## config.mk

```make
export PLATFORM = sky130hd
export DESIGN_NAME = pbmr_basic_regs
export DESIGN_NICKNAME = d
export VERILOG_FILES = /design/src/pbmr_pkg.sv /design/src/pbmr_latch_if.sv /design/src/pbmr_latch_bank.sv /design/src/pbmr_basic_regs.sv
export SDC_FILE = /design/constraint.sdc
export NUM_CORES = 1
export LEC_CHECK = 0
export BUFFER_PORTS_ARGS = -buffer_cell sky130_fd_sc_hd__buf_2
export CORE_MARGIN = 8
export CORE_UTILIZATION = 40
export DETAILED_ROUTE_END_ITERATION = 7
export PLACE_DENSITY = 0.67
export SETUP_SLACK_MARGIN = 0.1
export SLEW_MARGIN = 20
export SYNTH_ARGS = -nofsm -noshare
export SYNTH_HDL_FRONTEND = slang
export SYNTH_SLANG_ARGS = --single-unit
export TNS_END_PERCENT = 5
```

## constraint.sdc

```tcl
create_clock -name mclk -period 2.89 [get_ports mclk]
set_clock_uncertainty 0.15 [all_clocks]
set_input_delay 0.4335 -clock mclk [delete_from_list [all_inputs] [get_ports mclk]]
set_output_delay 0.4335 -clock mclk [all_outputs]
set_load 0.03 [all_outputs]
```

## src/pbmr_pkg.sv

```systemverilog
//==============================================================================
// Functional notes
// - registers reached only via indirect index port
// - kept fields survive soft reset only
// - control bit 15 starts self-clearing soft reset
// - control bit 14 selects loopback, resets 0
// - bit 13 forces 100M, ignored under negotiation
// - bit 12 enables negotiation, overriding forced modes
// - speed and negotiation defaults follow speed strap
// - bit 11 powers down, clearing resumes operation
// - after power-down negotiation restarts, sets status 5
// - bit 9 restarts negotiation and self-clears
// - bit 8 forces full duplex, ignored under negotiation
// - bit 7 enables collision signal test
// - status 15 reads 0, bits 14-11 read 1
// - status 5 shows negotiation complete, read-only
// - status 4 remote fault, latching high
// - status 3 reads constant 1
// - status 2 link, latching low
// - status 1 jabber, latching high
// - status 0 reads constant 1
//==============================================================================
package pbmr_pkg;
    //==========================================================================
    // register indexes
    localparam logic [4:0] IDX_BASIC_CONTROL    = 5'h00;
    localparam logic [4:0] IDX_BASIC_STATUS     = 5'h01;
    localparam logic [4:0] IDX_ID_HIGH          = 5'h02;
    localparam logic [4:0] IDX_ID_LOW           = 5'h03;
    localparam logic [4:0] IDX_NEG_ADVERTISE    = 5'h04;
    localparam logic [4:0] IDX_PARTNER_ABILITY  = 5'h05;
    localparam logic [4:0] IDX_NEG_EXPANSION    = 5'h06;
    localparam logic [4:0] IDX_MODE_CTRL_STAT   = 5'h11;
    localparam logic [4:0] IDX_SPECIAL_MODES    = 5'h12;
    localparam logic [4:0] IDX_SPECIAL_IND      = 5'h1B;
    localparam logic [4:0] IDX_IRQ_SOURCE       = 5'h1D;
    localparam logic [4:0] IDX_IRQ_MASK         = 5'h1E;
    localparam logic [4:0] IDX_SPECIAL_CTRL     = 5'h1F;

    //==========================================================================
    // control field positions
    localparam int unsigned CB_SOFT_RESET = 15;
    localparam int unsigned CB_LOOPBACK   = 14;
    localparam int unsigned CB_SPEED_100  = 13;
    localparam int unsigned CB_NEG_ENABLE = 12;
    localparam int unsigned CB_POWER_DOWN = 11;
    localparam int unsigned CB_NEG_RESTART = 9;
    localparam int unsigned CB_FULL_DUPLEX = 8;
    localparam int unsigned CB_COL_TEST   = 7;

    //==========================================================================
    // status field positions and fixed ability bits
    localparam int unsigned SB_NEG_DONE     = 5;
    localparam int unsigned SB_REMOTE_FAULT = 4;
    localparam int unsigned SB_LINK_UP      = 2;
    localparam int unsigned SB_JABBER       = 1;
    localparam logic [15:0] STATUS_FIXED    = 16'h7809;

    //==========================================================================
    // reset values; strap-driven bits are loaded separately
    localparam logic [15:0] CTRL_RESET      = 16'h0000;
    // fields kept over soft reset; none in the basic control word
    localparam logic [15:0] CTRL_KEPT_MASK  = 16'h0000;

    //==========================================================================
    // latch bank: bit 0 remote fault, 1 link, 2 jabber
    localparam int unsigned LAT_FAULT  = 0;
    localparam int unsigned LAT_LINK   = 1;
    localparam int unsigned LAT_JABBER = 2;
    localparam logic [2:0]  LAT_HIGH_MASK = 3'h5;

    //==========================================================================
    // timing
    localparam int unsigned MCLK_PERIOD_PS = 25000;
    localparam int unsigned SRST_TIME_NS   = 250;
    localparam int unsigned SRST_CYCLES    =
        (SRST_TIME_NS * 1000 + MCLK_PERIOD_PS - 1) / MCLK_PERIOD_PS;

    typedef enum logic {srst_idle, srst_busy} pbmr_srst_t;

    // true for any index the map defines
    function automatic logic pbmr_index_defined(input logic [4:0] idx);
        return (idx <= IDX_NEG_EXPANSION) || (idx == IDX_MODE_CTRL_STAT) ||
               (idx == IDX_SPECIAL_MODES) || (idx == IDX_SPECIAL_IND) ||
               (idx >= IDX_IRQ_SOURCE);
    endfunction
endpackage

```

## src/pbmr_latch_if.sv

```systemverilog
`timescale 1ns/1ps
//==============================================================================
// carrier between the register file and its latch bank
interface pbmr_latch_if;
    logic [2:0] live;
    logic [2:0] latched;
    logic       clear;
    logic       srst;
    modport owner (output live, output clear, output srst, input latched);
    modport bank  (input live, input clear, input srst, output latched);
endinterface

```

## src/pbmr_latch_bank.sv

```systemverilog
`timescale 1ns/1ps
//==============================================================================
// latching-high / latching-low status bits
module pbmr_latch_bank
    import pbmr_pkg::*;
#(
    parameter int         WIDTH     = 3,
    parameter logic [2:0] HIGH_MASK = pbmr_pkg::LAT_HIGH_MASK
) (
    input  wire logic  mclk,
    input  wire logic  rst_n,
    pbmr_latch_if.bank lat
);

    //==========================================================================
    // one latch per bit; a live event in the clear cycle still sets
    for (genvar i = 0; i < WIDTH; i++) begin : g_lat
        logic q;
        always_ff @(posedge mclk) begin
            if (!rst_n || lat.srst) begin
                q <= 1'b0;
            end else if (HIGH_MASK[i]) begin
                q <= lat.live[i] | (q & ~lat.clear);
            end else begin
                q <= lat.live[i] & (q | lat.clear);
            end
        end
        assign lat.latched[i] = q;

        if (HIGH_MASK[i]) begin : g_hi

        end else begin : g_lo

        end

    end
endmodule // pbmr_latch_bank

```

## src/pbmr_basic_regs.sv

```systemverilog
`timescale 1ns/1ps
//==============================================================================
// basic control / status register pair behind the indirect access port
module pbmr_basic_regs
    import pbmr_pkg::*;
#(
    parameter int unsigned SRST_LEN = pbmr_pkg::SRST_CYCLES
) (
    input  wire logic        mclk,
    input  wire logic        rst_n,
    // indirect management port from the access logic
    input  wire logic [4:0]  mgmt_index,
    input  wire logic        mgmt_wr,
    input  wire logic        mgmt_rd,
    input  wire logic [15:0] mgmt_wdata,
    output logic [15:0]      mgmt_rdata,
    output logic             mgmt_rvalid,
    // line side
    input  wire logic        speed_strap,
    input  wire logic        link_live,
    input  wire logic        remote_fault_live,
    input  wire logic        jabber_live,
    input  wire logic        neg_done_live,
    input  wire logic        neg_result_100,
    input  wire logic        neg_result_full,
    // control outputs
    output logic             loopback_en,
    output logic             power_down,
    output logic             col_test_en,
    output logic             neg_enable,
    output logic             neg_restart,
    output logic             soft_reset_busy,
    output logic             mode_speed_100,
    output logic             mode_full_duplex
);
    import pbmr_pkg::*;

    localparam logic [7:0] SRST_LOAD = 8'(SRST_LEN - 1);

    pbmr_srst_t  srst_q;
    logic [7:0]  srst_cnt_q;
    logic        strap_load_q;
    logic        loopback_q;
    logic        speed_q;
    logic        neg_en_q;
    logic        pwr_dn_q;
    logic        restart_q;
    logic        duplex_q;
    logic        col_test_q;
    logic        mode_speed_q;
    logic        mode_full_q;
    logic [15:0] rdata_q;
    logic        rvalid_q;
    logic        ctrl_wr;
    logic        srst_go;
    logic        neg_done;
    logic        restart_evt;
    logic [15:0] ctrl_word;
    logic [15:0] status_word;
    logic [15:0] rd_mux;

    pbmr_latch_if lat ();

    //==========================================================================
    // write decode; writes are dropped while the soft reset runs
    assign ctrl_wr = mgmt_wr && (mgmt_index == IDX_BASIC_CONTROL)
                     && (srst_q == srst_idle) && !strap_load_q;
    assign srst_go = ctrl_wr && mgmt_wdata[CB_SOFT_RESET];

    //==========================================================================
    // soft reset sequencer, self-clears after a fixed count
    always_ff @(posedge mclk) begin
        if (!rst_n) begin
            srst_q     <= srst_idle;
            srst_cnt_q <= 8'h00;
        end else begin
            unique case (srst_q)
                srst_idle: begin
                    if (srst_go) begin
                        srst_q     <= srst_busy;
                        srst_cnt_q <= SRST_LOAD;
                    end
                end
                srst_busy: begin
                    if (srst_cnt_q == 8'h00) begin
                        srst_q <= srst_idle;
                    end else begin
                        srst_cnt_q <= srst_cnt_q - 8'h01;
                    end
                end
            endcase
        end
    end

    //==========================================================================
    // strap is caught on the first edge after reset release
    always_ff @(posedge mclk) begin
        if (!rst_n) begin
            strap_load_q <= 1'b1;
        end else begin
            strap_load_q <= 1'b0;
        end
    end

    //==========================================================================
    // strap-defaulted fields: speed and negotiation enable
    always_ff @(posedge mclk) begin
        if (!rst_n) begin
            speed_q  <= CTRL_RESET[CB_SPEED_100];
            neg_en_q <= CTRL_RESET[CB_NEG_ENABLE];
        end else if (strap_load_q) begin
            speed_q  <= speed_strap;
            neg_en_q <= speed_strap;
        end else if (srst_go) begin
            // kept fields hold only across the soft reset
            speed_q  <= CTRL_KEPT_MASK[CB_SPEED_100] ? speed_q : speed_strap;
            neg_en_q <= CTRL_KEPT_MASK[CB_NEG_ENABLE] ? neg_en_q : speed_strap;
        end else if (ctrl_wr) begin
            speed_q  <= mgmt_wdata[CB_SPEED_100];
            neg_en_q <= mgmt_wdata[CB_NEG_ENABLE];
        end
    end

    //==========================================================================
    // plain read/write control fields
    always_ff @(posedge mclk) begin
        if (!rst_n) begin
            loopback_q <= CTRL_RESET[CB_LOOPBACK];
            pwr_dn_q   <= CTRL_RESET[CB_POWER_DOWN];
            duplex_q   <= CTRL_RESET[CB_FULL_DUPLEX];
            col_test_q <= CTRL_RESET[CB_COL_TEST];
        end else if (srst_go) begin
            loopback_q <= CTRL_KEPT_MASK[CB_LOOPBACK] ? loopback_q :
                          CTRL_RESET[CB_LOOPBACK];
            pwr_dn_q   <= CTRL_KEPT_MASK[CB_POWER_DOWN] ? pwr_dn_q :
                          CTRL_RESET[CB_POWER_DOWN];
            duplex_q   <= CTRL_KEPT_MASK[CB_FULL_DUPLEX] ? duplex_q :
                          CTRL_RESET[CB_FULL_DUPLEX];
            col_test_q <= CTRL_KEPT_MASK[CB_COL_TEST] ? col_test_q :
                          CTRL_RESET[CB_COL_TEST];
        end else if (ctrl_wr) begin
            loopback_q <= mgmt_wdata[CB_LOOPBACK];
            pwr_dn_q   <= mgmt_wdata[CB_POWER_DOWN];
            duplex_q   <= mgmt_wdata[CB_FULL_DUPLEX];
            col_test_q <= mgmt_wdata[CB_COL_TEST];
        end
    end

    //==========================================================================
    // negotiation restart: explicit request, enable turned on, or
    // power-down released with negotiation on; held one cycle
    assign restart_evt = ctrl_wr && !srst_go &&
                         (mgmt_wdata[CB_NEG_RESTART] ||
                          (mgmt_wdata[CB_NEG_ENABLE] && !neg_en_q) ||
                          (pwr_dn_q && !mgmt_wdata[CB_POWER_DOWN] &&
                           mgmt_wdata[CB_NEG_ENABLE]));

    always_ff @(posedge mclk) begin
        if (!rst_n) begin
            restart_q <= 1'b0;
        end else begin
            restart_q <= restart_evt;
        end
    end

    //==========================================================================
    // effective mode: forced bits count only with negotiation off
    always_ff @(posedge mclk) begin
        if (!rst_n) begin
            mode_speed_q <= 1'b0;
            mode_full_q  <= 1'b0;
        end else if (neg_en_q) begin
            mode_speed_q <= neg_result_100;
            mode_full_q  <= neg_result_full;
        end else begin
            mode_speed_q <= speed_q;
            mode_full_q  <= duplex_q;
        end
    end

    //==========================================================================
    // latch bank hookup; a status read re-arms the latches
    assign lat.live[LAT_FAULT]  = remote_fault_live;
    assign lat.live[LAT_LINK]   = link_live;
    assign lat.live[LAT_JABBER] = jabber_live;
    assign lat.clear = mgmt_rd && (mgmt_index == IDX_BASIC_STATUS);
    assign lat.srst  = srst_go;

    pbmr_latch_bank #(
        .WIDTH     (3),
        .HIGH_MASK (LAT_HIGH_MASK)
    ) u_latch (
        .mclk  (mclk),
        .rst_n (rst_n),
        .lat   (lat)
    );

    //==========================================================================
    // read words; reserved bits stay zero
    assign neg_done = neg_en_q && !pwr_dn_q && !restart_q && neg_done_live;

    always_comb begin
        ctrl_word                 = 16'h0000;
        ctrl_word[CB_SOFT_RESET]  = (srst_q == srst_busy);
        ctrl_word[CB_LOOPBACK]    = loopback_q;
        ctrl_word[CB_SPEED_100]   = speed_q;
        ctrl_word[CB_NEG_ENABLE]  = neg_en_q;
        ctrl_word[CB_POWER_DOWN]  = pwr_dn_q;
        ctrl_word[CB_NEG_RESTART] = restart_q;
        ctrl_word[CB_FULL_DUPLEX] = duplex_q;
        ctrl_word[CB_COL_TEST]    = col_test_q;
    end

    always_comb begin
        status_word                  = STATUS_FIXED;
        status_word[SB_NEG_DONE]     = neg_done;
        status_word[SB_REMOTE_FAULT] = lat.latched[LAT_FAULT];
        status_word[SB_LINK_UP]      = lat.latched[LAT_LINK];
        status_word[SB_JABBER]       = lat.latched[LAT_JABBER];
    end

    // other defined indexes live outside this block and read zero here
    always_comb begin
        if (mgmt_index == IDX_BASIC_CONTROL) begin
            rd_mux = ctrl_word;
        end else if (mgmt_index == IDX_BASIC_STATUS) begin
            rd_mux = status_word;
        end else begin
            rd_mux = pbmr_index_defined(mgmt_index) ? 16'h0000 : 16'h0000;
        end
    end

    //==========================================================================
    // read answer one cycle after the strobe
    always_ff @(posedge mclk) begin
        if (!rst_n) begin
            rdata_q  <= 16'h0000;
            rvalid_q <= 1'b0;
        end else begin
            rvalid_q <= mgmt_rd;
            if (mgmt_rd) begin
                rdata_q <= rd_mux;
            end
        end
    end

    assign mgmt_rdata       = rdata_q;
    assign mgmt_rvalid      = rvalid_q;
    assign loopback_en      = loopback_q;
    assign power_down       = pwr_dn_q;
    assign col_test_en      = col_test_q;
    assign neg_enable       = neg_en_q;
    assign neg_restart      = restart_q;
    assign soft_reset_busy  = (srst_q == srst_busy);
    assign mode_speed_100   = mode_speed_q;
    assign mode_full_duplex = mode_full_q;
endmodule // pbmr_basic_regs

```

Word-level counts from Yosys, hierarchy flattened
Cells that the tools add are included.

Register bits after elaboration: 39. Bits of input ports: 32. Output and inout port bits: 25. Logic and storage cells: 75.

Add/sub/neg operators: 1. Equality and inequality tests: 3. Mux-type cells: 17. Bitwise operators: 9. Reductions and logical operators: 28.

Operators by type and width (number): $mux 16 (1); $mux 8 (2); $pmux 8 s2 (1); $mux 15 (1); $logic_and 1x1->1 (13); $mux 1 (11); $logic_not 8->1 (1); $sub 8x1->8 const B (1); $logic_not 1->1 (7); $eq 5x1->1 const B (1); $logic_not 5->1 (1); $ne 2x2->1 const B (2); $and 1x1->1 (3); $logic_or 1x1->1 (3); $not 1->1 (3); $or 1x1->1 (3); $reduce_bool 3->1 (1); $pmux 1 s2 (1); $reduce_and 2->1 (1); $reduce_or 2->1 (1).

Longest topological paths before layout
Gate-level depths: netlist (run 1).

Depth after elaboration: 8. Gate-level depth with buffers: 6. Gate-level depth less buffers: 6.

Modules after synthesis
A second synthesis (run 1) with hierarchy kept.

Cells, all modules: 175. Area, all modules: 1610.3 um^2.

Modules (own cells, without submodules): pbmr_basic_regs (times used 1, cells an instance 160, area an instance 1452.6 um^2, seq. area each 660.6 um^2); pbmr_latch_bank (times used 1, cells an instance 15, area an instance 157.7 um^2, seq. area each 60.1 um^2).

Worst setup path after synthesis (run 1)
OpenSTA, ideal clock, no wires.

Kind: input -> register. Start: in mgmt_index[4]. End: reg speed_q. Setup time: 0.114 ns. Data arrival time: 1.748 ns. Required time: 2.626 ns. Setup slack: 0.878 ns. Stages: 4. Buffers on the path: 0. Path through: nor4_4 > and4bb_2 > mux2_2 > a2111oi_0.

Cells in the longest elaborated chain, start to end: 7. Elaborated cells on any way between the ends: 8. Those cells by class: mux: 2; reduce/logical: 6.

Ends and longest elaborated chain: from (decl) (RTL line pbmr_basic_regs.sv:12) `input wire logic [4:0] mgmt_index,`; $logic_not 5->1 (*) (RTL line pbmr_basic_regs.sv:66) `assign ctrl_wr = mgmt_wr && (mgmt_index == IDX_BASIC_CONTROL)`; $logic_and 1x1->1 (*) (RTL line pbmr_basic_regs.sv:66); $logic_and 1x1->1 (*) (2 in a row) (RTL line pbmr_basic_regs.sv:67) `&& (srst_q == srst_idle) && !strap_load_q;`; $logic_and 1x1->1 (RTL line pbmr_basic_regs.sv:68) `assign srst_go = ctrl_wr && mgmt_wdata[CB_SOFT_RESET];`; $mux 1 (RTL line pbmr_basic_regs.sv:114) `end else if (srst_go) begin`; $mux 1 (RTL line pbmr_basic_regs.sv:111) `end else if (strap_load_q) begin`; to (signal assigned) (RTL line pbmr_basic_regs.sv:112) `speed_q <= speed_strap;`; to (signal assigned) (RTL line pbmr_basic_regs.sv:116) `speed_q <= CTRL_KEPT_MASK[CB_SPEED_100] ? speed_q : speed_strap;`; to (signal assigned) (RTL line pbmr_basic_regs.sv:119) `speed_q <= mgmt_wdata[CB_SPEED_100];`; to (decl) (RTL line pbmr_basic_regs.sv:44) `logic speed_q;`.

Mark *: on every way between the ends. The rest lies on a longest branch, timed or not. A chain may end at the register's enable or synchronous reset.

Worst setup path after layout (run 1)
Start: reg srst_q (netlist: soft_reset_busy). End: reg srst_cnt_q[5].

Cells in the longest elaborated chain, start to end: 6. Elaborated cells on any way between the ends: 8. Those cells by class: eq/ne: 2; mux: 1; bitwise: 1; reduce/logical: 4.

Ends and longest elaborated chain: from (decl) (RTL line pbmr_basic_regs.sv:40) `pbmr_srst_t srst_q;`; from (signal assigned) (RTL line pbmr_basic_regs.sv:74) `srst_q <= srst_idle;`; from (signal assigned) (RTL line pbmr_basic_regs.sv:80) `srst_q <= srst_busy;`; from (signal assigned) (RTL line pbmr_basic_regs.sv:86) `srst_q <= srst_idle;`; $not 1->1; $logic_and 1x1->1 (2 in a row) (RTL line pbmr_basic_regs.sv:67); $logic_and 1x1->1 (RTL line pbmr_basic_regs.sv:68); $ne 2x2->1 (no line); $reduce_and 2->1 (no line); to (signal assigned) (RTL line pbmr_basic_regs.sv:88) `srst_cnt_q <= srst_cnt_q - 8'h01;`; to (decl) (RTL line pbmr_basic_regs.sv:41) `logic [7:0] srst_cnt_q;`.

Several ways; a longest one is shown, not always the timed one.

==> results of run 1 <==
worst paths after layout:
kind                   endpoint  slack, ns  cells past startpoint
max               srst_cnt_q[5]       0.97                      4
min          u_latch.g_lat[2].q       0.21                      3
max reg2reg       srst_cnt_q[5]       0.97                      4
min reg2reg       mgmt_rdata[7]       0.32                      2
power breakdown:
group	internal [mW]	total (mW)	switching, mW
Clock	0.164	0.331	0.168
Combinational	0.0276	0.0706	0.0431
Sequential	0.504	0.510	0.00630
worst min-delay path, stage by stage:
cell	delay [ns]
buf_2	0.08
a21oi_1	0.03
nor2_1	0.07
layout by cell type (no fill, tap or decap), types with 2 or more instances in the layout:
cell type | Yosys | final
nor2_1 | 17 | 17
buf_4 | 3 | 2
a21oi_1 | 23 | 23
a31oi_1 | 6 | 6
clkbuf_8 | 0 | 5
xnor2_1 | 2 | 2
nor3_1 | 4 | 4
inv_1 | 5 | 5
nand2_1 | 8 | 8
buf_2 | 1 | 46
dfxtp_1 | 36 | 36
conb_1 | 1 | 2
nand2b_1 | 5 | 5
nand4b_1 | 4 | 4
o21ai_0 | 4 | 4
nand3_1 | 6 | 6
a211oi_1 | 4 | 4
mux2i_1 | 4 | 4
ha_1 | 2 | 2
nor2b_1 | 11 | 11
layer usage:
metal  global-route usage [%]  routed length, um
met1                     14.7               1710
met2                     19.1               1640
met3                     4.78                247
met4                     7.41                 87
met5                        0                  0
logic make-up after synthesis:
| logic type | share of synthesized area [%] |
|---|---|
| simple gates | 25.6 |
| flops | 46.3 |
| mux | 3.30 |
| xor+xnor | 1.13 |
| buf+inv | 4.42 |
| fa+ha+maj | 1.61 |
| other cells | 0.241 |
| compound gates | 17.4 |
layout make-up:
type	count	area [um^2]	share of cell area, %
clock buffer	6	72.6	3.83
clock inverter	1	5.00	0.264
inverter	6	22.5	1.19
multi-input combinational	121	771	40.6
sequential	36	721	38.0
tap	48	60.1	3.17
timing repair buffer	48	245	12.9
metrics by stage:
step	worst slack, ns	utilization (%)	instances
after floorplan	0.878	-	172
after global placement	0.683	49.0	259
after detailed placement	0.712	49.0	259
after CTS	0.944	51.0	266
after global routing	0.740	51.0	266
final	0.966	51.0	266
state kept, by name, indices dropped and copies added (netlist names):
register	flops
col_test_en	1
srst_cnt_q	8
loopback_en	1
mode_full_duplex	1
strap_load_q	1
u_latch.g_lat.q	3
neg_restart	1
duplex_q	1
power_down	1
mgmt_rvalid	1
mode_speed_100	1
mgmt_rdata	13
neg_enable	1
soft_reset_busy	1
speed_q	1
==> flow_metrics.env, run 1 <==
export IMPL_yosysTopAreaCell="dfxtp_1"
export IMPL_worstSetupPathType="reg2reg"
export IMPL_clock_latency_ns=0.29
export IMPL_hp_start="jabber_live"
export IMPL_firstDrtPassIters=4
export IMPL_synth_top_area_share_pct=46.3
export IMPL_routed_wl_um=3680
export IMPL_cp_required_ns=2.91
export IMPL_grt_pass1_vias=1301
export IMPL_min_period_over_period_pct=66.6
export IMPL_cp_max_fo=8
export IMPL_status="completed"
export IMPL_seq_area_frac_synth_pct=46.3
export IMPL_synth_edff_count=0
export IMPL_yosysUniqueCellTypes=41
export IMPL_setup_viol=0
export IMPL_cts_root_buf="clkbuf_8"
export IMPL_rsz0062_at_grt="no"
export IMPL_place_gp_congestion=0.746
export IMPL_nets=252
export IMPL_max_freq_mhz=520
export IMPL_post_cts_buffers=0
export IMPL_gr_total_overflow=0
export IMPL_clk_pin_slew_ns=0.07
export IMPL_tightest_slew_ns=0.522
export IMPL_synth_top_flop_cell="dfxtp_1"
export IMPL_hold_violations=0
export IMPL_cts_resized=0
export IMPL_wl_per_cell_um=13.8
export IMPL_timing_rr_start="soft_reset_busy"
export IMPL_cts_buffers=5
export IMPL_dpl_hpwl_um=2780
export IMPL_dpl_cell_area_um2=1820
export IMPL_startpoint="soft_reset_busy"
export IMPL_netlist_area_um2=1560
export IMPL_p_leak_nw=0.789
export IMPL_clockBufferDepth=2
export IMPL_end_kind="register"
export IMPL_drcViolationCount=0
export IMPL_avgSynthCellArea_um2=9.10
export IMPL_max_cap_violations=0
export IMPL_total_power_mw=0.912
export IMPL_yosysMostFrequentCell="dfxtp_1"
export IMPL_critical_path_max_stage_delay_ns=0.56
export IMPL_critPathBufInv=0
export IMPL_die_width_um=78.4
export IMPL_yosys_top_cells_count="dfxtp_1, a21oi_1, nor2_1"
export IMPL_port_buffers=46
export IMPL_synthTopCellsByArea="dfxtp_1, a21oi_1, nor2b_1"
export IMPL_slew_viol_final=0
export IMPL_final_setup_tns_ns=0
export IMPL_p_per_area_nw_per_um2=481
export IMPL_synth_cells=171
export IMPL_cts_max_level=2
export IMPL_viasPerCell=5.12
export IMPL_vdd_ir_drop_max_mv=0.194
export IMPL_ys_warn_count=0
export IMPL_holdBufCountCts=0
export IMPL_arrival_ns=1.94
export IMPL_grt_usage_pct=12.5
export IMPL_slew_limit_headroom_pct=65.1
export IMPL_core_area_um2=3720
export IMPL_crit_slowest_cell="nor4b_2"
export IMPL_grt_pass1_wl_um=6200
export IMPL_clock_sinks=36
export IMPL_ios=57
export IMPL_min_period_ns=1.92
export IMPL_die_y_um=78.4
export IMPL_rows=22
export IMPL_num_antenna_cells=0
export IMPL_hold_path_class="in2reg"
export IMPL_dr_first_iter_drc_count=76
export IMPL_start_util_pct=41.9
export IMPL_cts_tree="done"
export IMPL_synth_seq_cells=36
export IMPL_hold_slack_ns=0.210
export IMPL_antenna_found_initial=0
export IMPL_dr_total_vias=1363
export IMPL_grt_max_degree=25
export IMPL_crit_family="simple AND/OR/NAND/NOR gates"
export IMPL_dieArea_um2=6140
export IMPL_area_growth_pct=21.9
export IMPL_fin_area_um2=1900
export IMPL_fill_cells=363
export IMPL_layout_drive_gt1_share_pct=28.0
export IMPL_final_antenna_net_count=0
export IMPL_path_cells="nor4b_2, nand3_1, nand2_1, nor2_1"
export IMPL_startpoint_type="register"
export IMPL_synthArstFlopShare_pct=0
Note: power is estimated with default switching activity, not from simulation.
==> run 2: changes to the inputs <==
==> constraint.sdc (replaced) <==
create_clock -name mclk -period 1.8 [get_ports mclk]
set_clock_uncertainty 0.15 [all_clocks]
set_input_delay 0.27 -clock mclk [delete_from_list [all_inputs] [get_ports mclk]]
set_output_delay 0.27 -clock mclk [all_outputs]
set_load 0.03 [all_outputs]
==> run 2 against run 1 <==
- power grew 79%
- critical endpoint is now srst_cnt_q[1]
- sequential power grew 61%
- design area grew 5.3%
- first-iteration DRC count grew 51%
- cell count grew 3.4%
- worst hold slack lost 0.17 ns
- utilization grew 2.7 points
- global-route usage grew 0.51 points
- sequential share of layout area shrank 1.8 points
- setup slack lost 0.89 ns
==> flow_metrics.env, run 2 (synthesis results as in run 1) <==
export IMPL_status="completed"
export IMPL_cts_root_buf="clkbuf_8"
export IMPL_final_cells=275
export IMPL_clock_latency_ns=0.28
export IMPL_p_switching_mw=0.363
export IMPL_firstDrtPassIters=5
export IMPL_critical_path_max_stage_delay_ns=0.57
export IMPL_post_cts_buffers=0
export IMPL_place_gp_congestion=0.810
export IMPL_min_period_ns=1.72
export IMPL_routed_wl_um=3970
export IMPL_tightest_slew_ns=0.489
export IMPL_path_cells="or4_4, o41ai_4, nand4_1, o31ai_1"
export IMPL_dr_total_vias=1398
export IMPL_rsz0062_at_grt="yes"
export IMPL_rows=22
export IMPL_clk_pin_slew_ns=0.07
export IMPL_layout_common_cells="buf_2, dfxtp_1, a21oi_1, nor2_1, nor2b_1"
export IMPL_port_buffers=46
export IMPL_core_area_um2=3720
export IMPL_cp_max_fo=5
export IMPL_final_common_cell="buf_2"
export IMPL_dpl_hpwl_um=2970
export IMPL_cts_buffers=5
export IMPL_grt_pass1_wl_um=6530
export IMPL_total_power_mw=1.63
export IMPL_final_antenna_net_count=0
export IMPL_min_period_over_period_pct=95.8
export IMPL_arrival_ns=1.76
export IMPL_antenna_found_initial=0
export IMPL_clockPowerShare_pct=42.5
export IMPL_gr_total_overflow=0
export IMPL_die_width_um=78.4
export IMPL_setup_viol=0
export IMPL_largest_reg_flops=13
export IMPL_layout_drive_gt1_share_pct=32.2
export IMPL_finalWorstSetupSlack_ns=0.0759
export IMPL_p_leak_nw=0.847
export IMPL_hold_violations=0
export IMPL_final_setup_tns_ns=0
export IMPL_grt_pass1_vias=1352
export IMPL_area_growth_pct=28.3
export IMPL_vdd_ir_drop_max_mv=0.300
export IMPL_p_int_mw=1.27
export IMPL_crit_slowest_cell="or4_4"
export IMPL_ios=57
export IMPL_clock_sinks=36
export IMPL_p_sw_share_pct=22.3
export IMPL_worstSetupPathType="reg2reg"
export IMPL_start_util_pct=41.9
export IMPL_clockBufferDepth=2
export IMPL_dp_slack_ns=0.00932
export IMPL_cts_tree="done"
export IMPL_hold_path_class="in2reg"
export IMPL_viasPerCell=5.08
export IMPL_nets=260
export IMPL_dieArea_um2=6140
export IMPL_drcViolationCount=0
export IMPL_grt_usage_pct=13.0
export IMPL_cts_max_level=2
export IMPL_p_per_area_nw_per_um2=816
export IMPL_p_comb_share_pct=7.2
export IMPL_num_antenna_cells=0
export IMPL_critPathBufInv=0
export IMPL_die_y_um=78.4
export IMPL_crit_family="simple AND/OR/NAND/NOR gates"
export IMPL_grt_max_degree=25
export IMPL_p_seq_share_pct=50.3
export IMPL_slew_limit_headroom_pct=67.2
export IMPL_startpoint_type="register"
export IMPL_end_kind="register"
export IMPL_max_freq_mhz=580
export IMPL_dpl_cell_count=267
export IMPL_max_cap_violations=0
export IMPL_wl_per_cell_um=14.4
export IMPL_slew_viol_final=0
export IMPL_dr_first_iter_drc_count=115
export IMPL_cp_required_ns=1.83
==> run 2: through the flow <==
step | utilization, % | cell area [um^2] | hold slack (ns)
3_3_place_gp | 50.7 | 1880 | 0.306
4_1_cts | 53.6 | 1990 | 0.0344
6_report | 53.7 | 2000 | 0.0402
5_1_grt | 53.7 | 2000 | 0.0574
2_1_floorplan | - | 1570 | 0.237
3_5_place_dp | 50.7 | 1880 | 0.309
==> run 2: power groups by stage <==
stage	sequential (mW)	combinational [mW]	clock [mW]
floorplan	0.846	0.0574	0
global route	0.821	0.128	0.744
detailed placement	0.838	0.118	0
global placement	0.837	0.117	0
CTS	0.819	0.118	0.710
finish	0.820	0.118	0.693
==> run 2: tightest hold or removal path, cell delays in order <==
cell	delay (ns)
buf_2	0.08
a21oi_1	0.03
nor2_1	0.06
==> run 2: layout make-up <==
class                           count  area [um^2]
Fill cell                         364         1720
Multi-Input combinational cell    121          778
Sequential cell                    36          723
Timing Repair Buffer               56          305
Clock buffer                        6         72.6
Tap cell                           48         60.1
Clock inverter                      2         35.0
Inverter                            6         22.5
==> run 2: metal layers <==
layer / part of all wire [%] / up-vias / track usage [%]
met5: 0 / - / 0
met4: 1.5 / 0 / 6.11
met3: 6.2 / 6 / 4.21
met2: 47 / 37 / 20.5
met1: 45 / 638 / 15.7
li1: - / 717 / -
==> run 2: path summary, 6_finish.rpt <==
path / cells past startpoint / slack (ns) / end / from
max: 4 / 0.08 / srst_cnt_q[1] / srst_cnt_q[2]
min: 3 / 0.04 / u_latch.g_lat[0].q / remote_fault_live
max reg2reg: 4 / 0.08 / srst_cnt_q[1] / srst_cnt_q[2]
min reg2reg: 2 / 0.32 / mgmt_rdata[9] / mgmt_rdata[9]
==> run 2: repair_timing <==
action | in CTS | in global routing
hold buffers | 0 | 0
resized for setup | 0 | 2
setup endpoints to repair | 2 | 5
pin swaps | 0 | 0
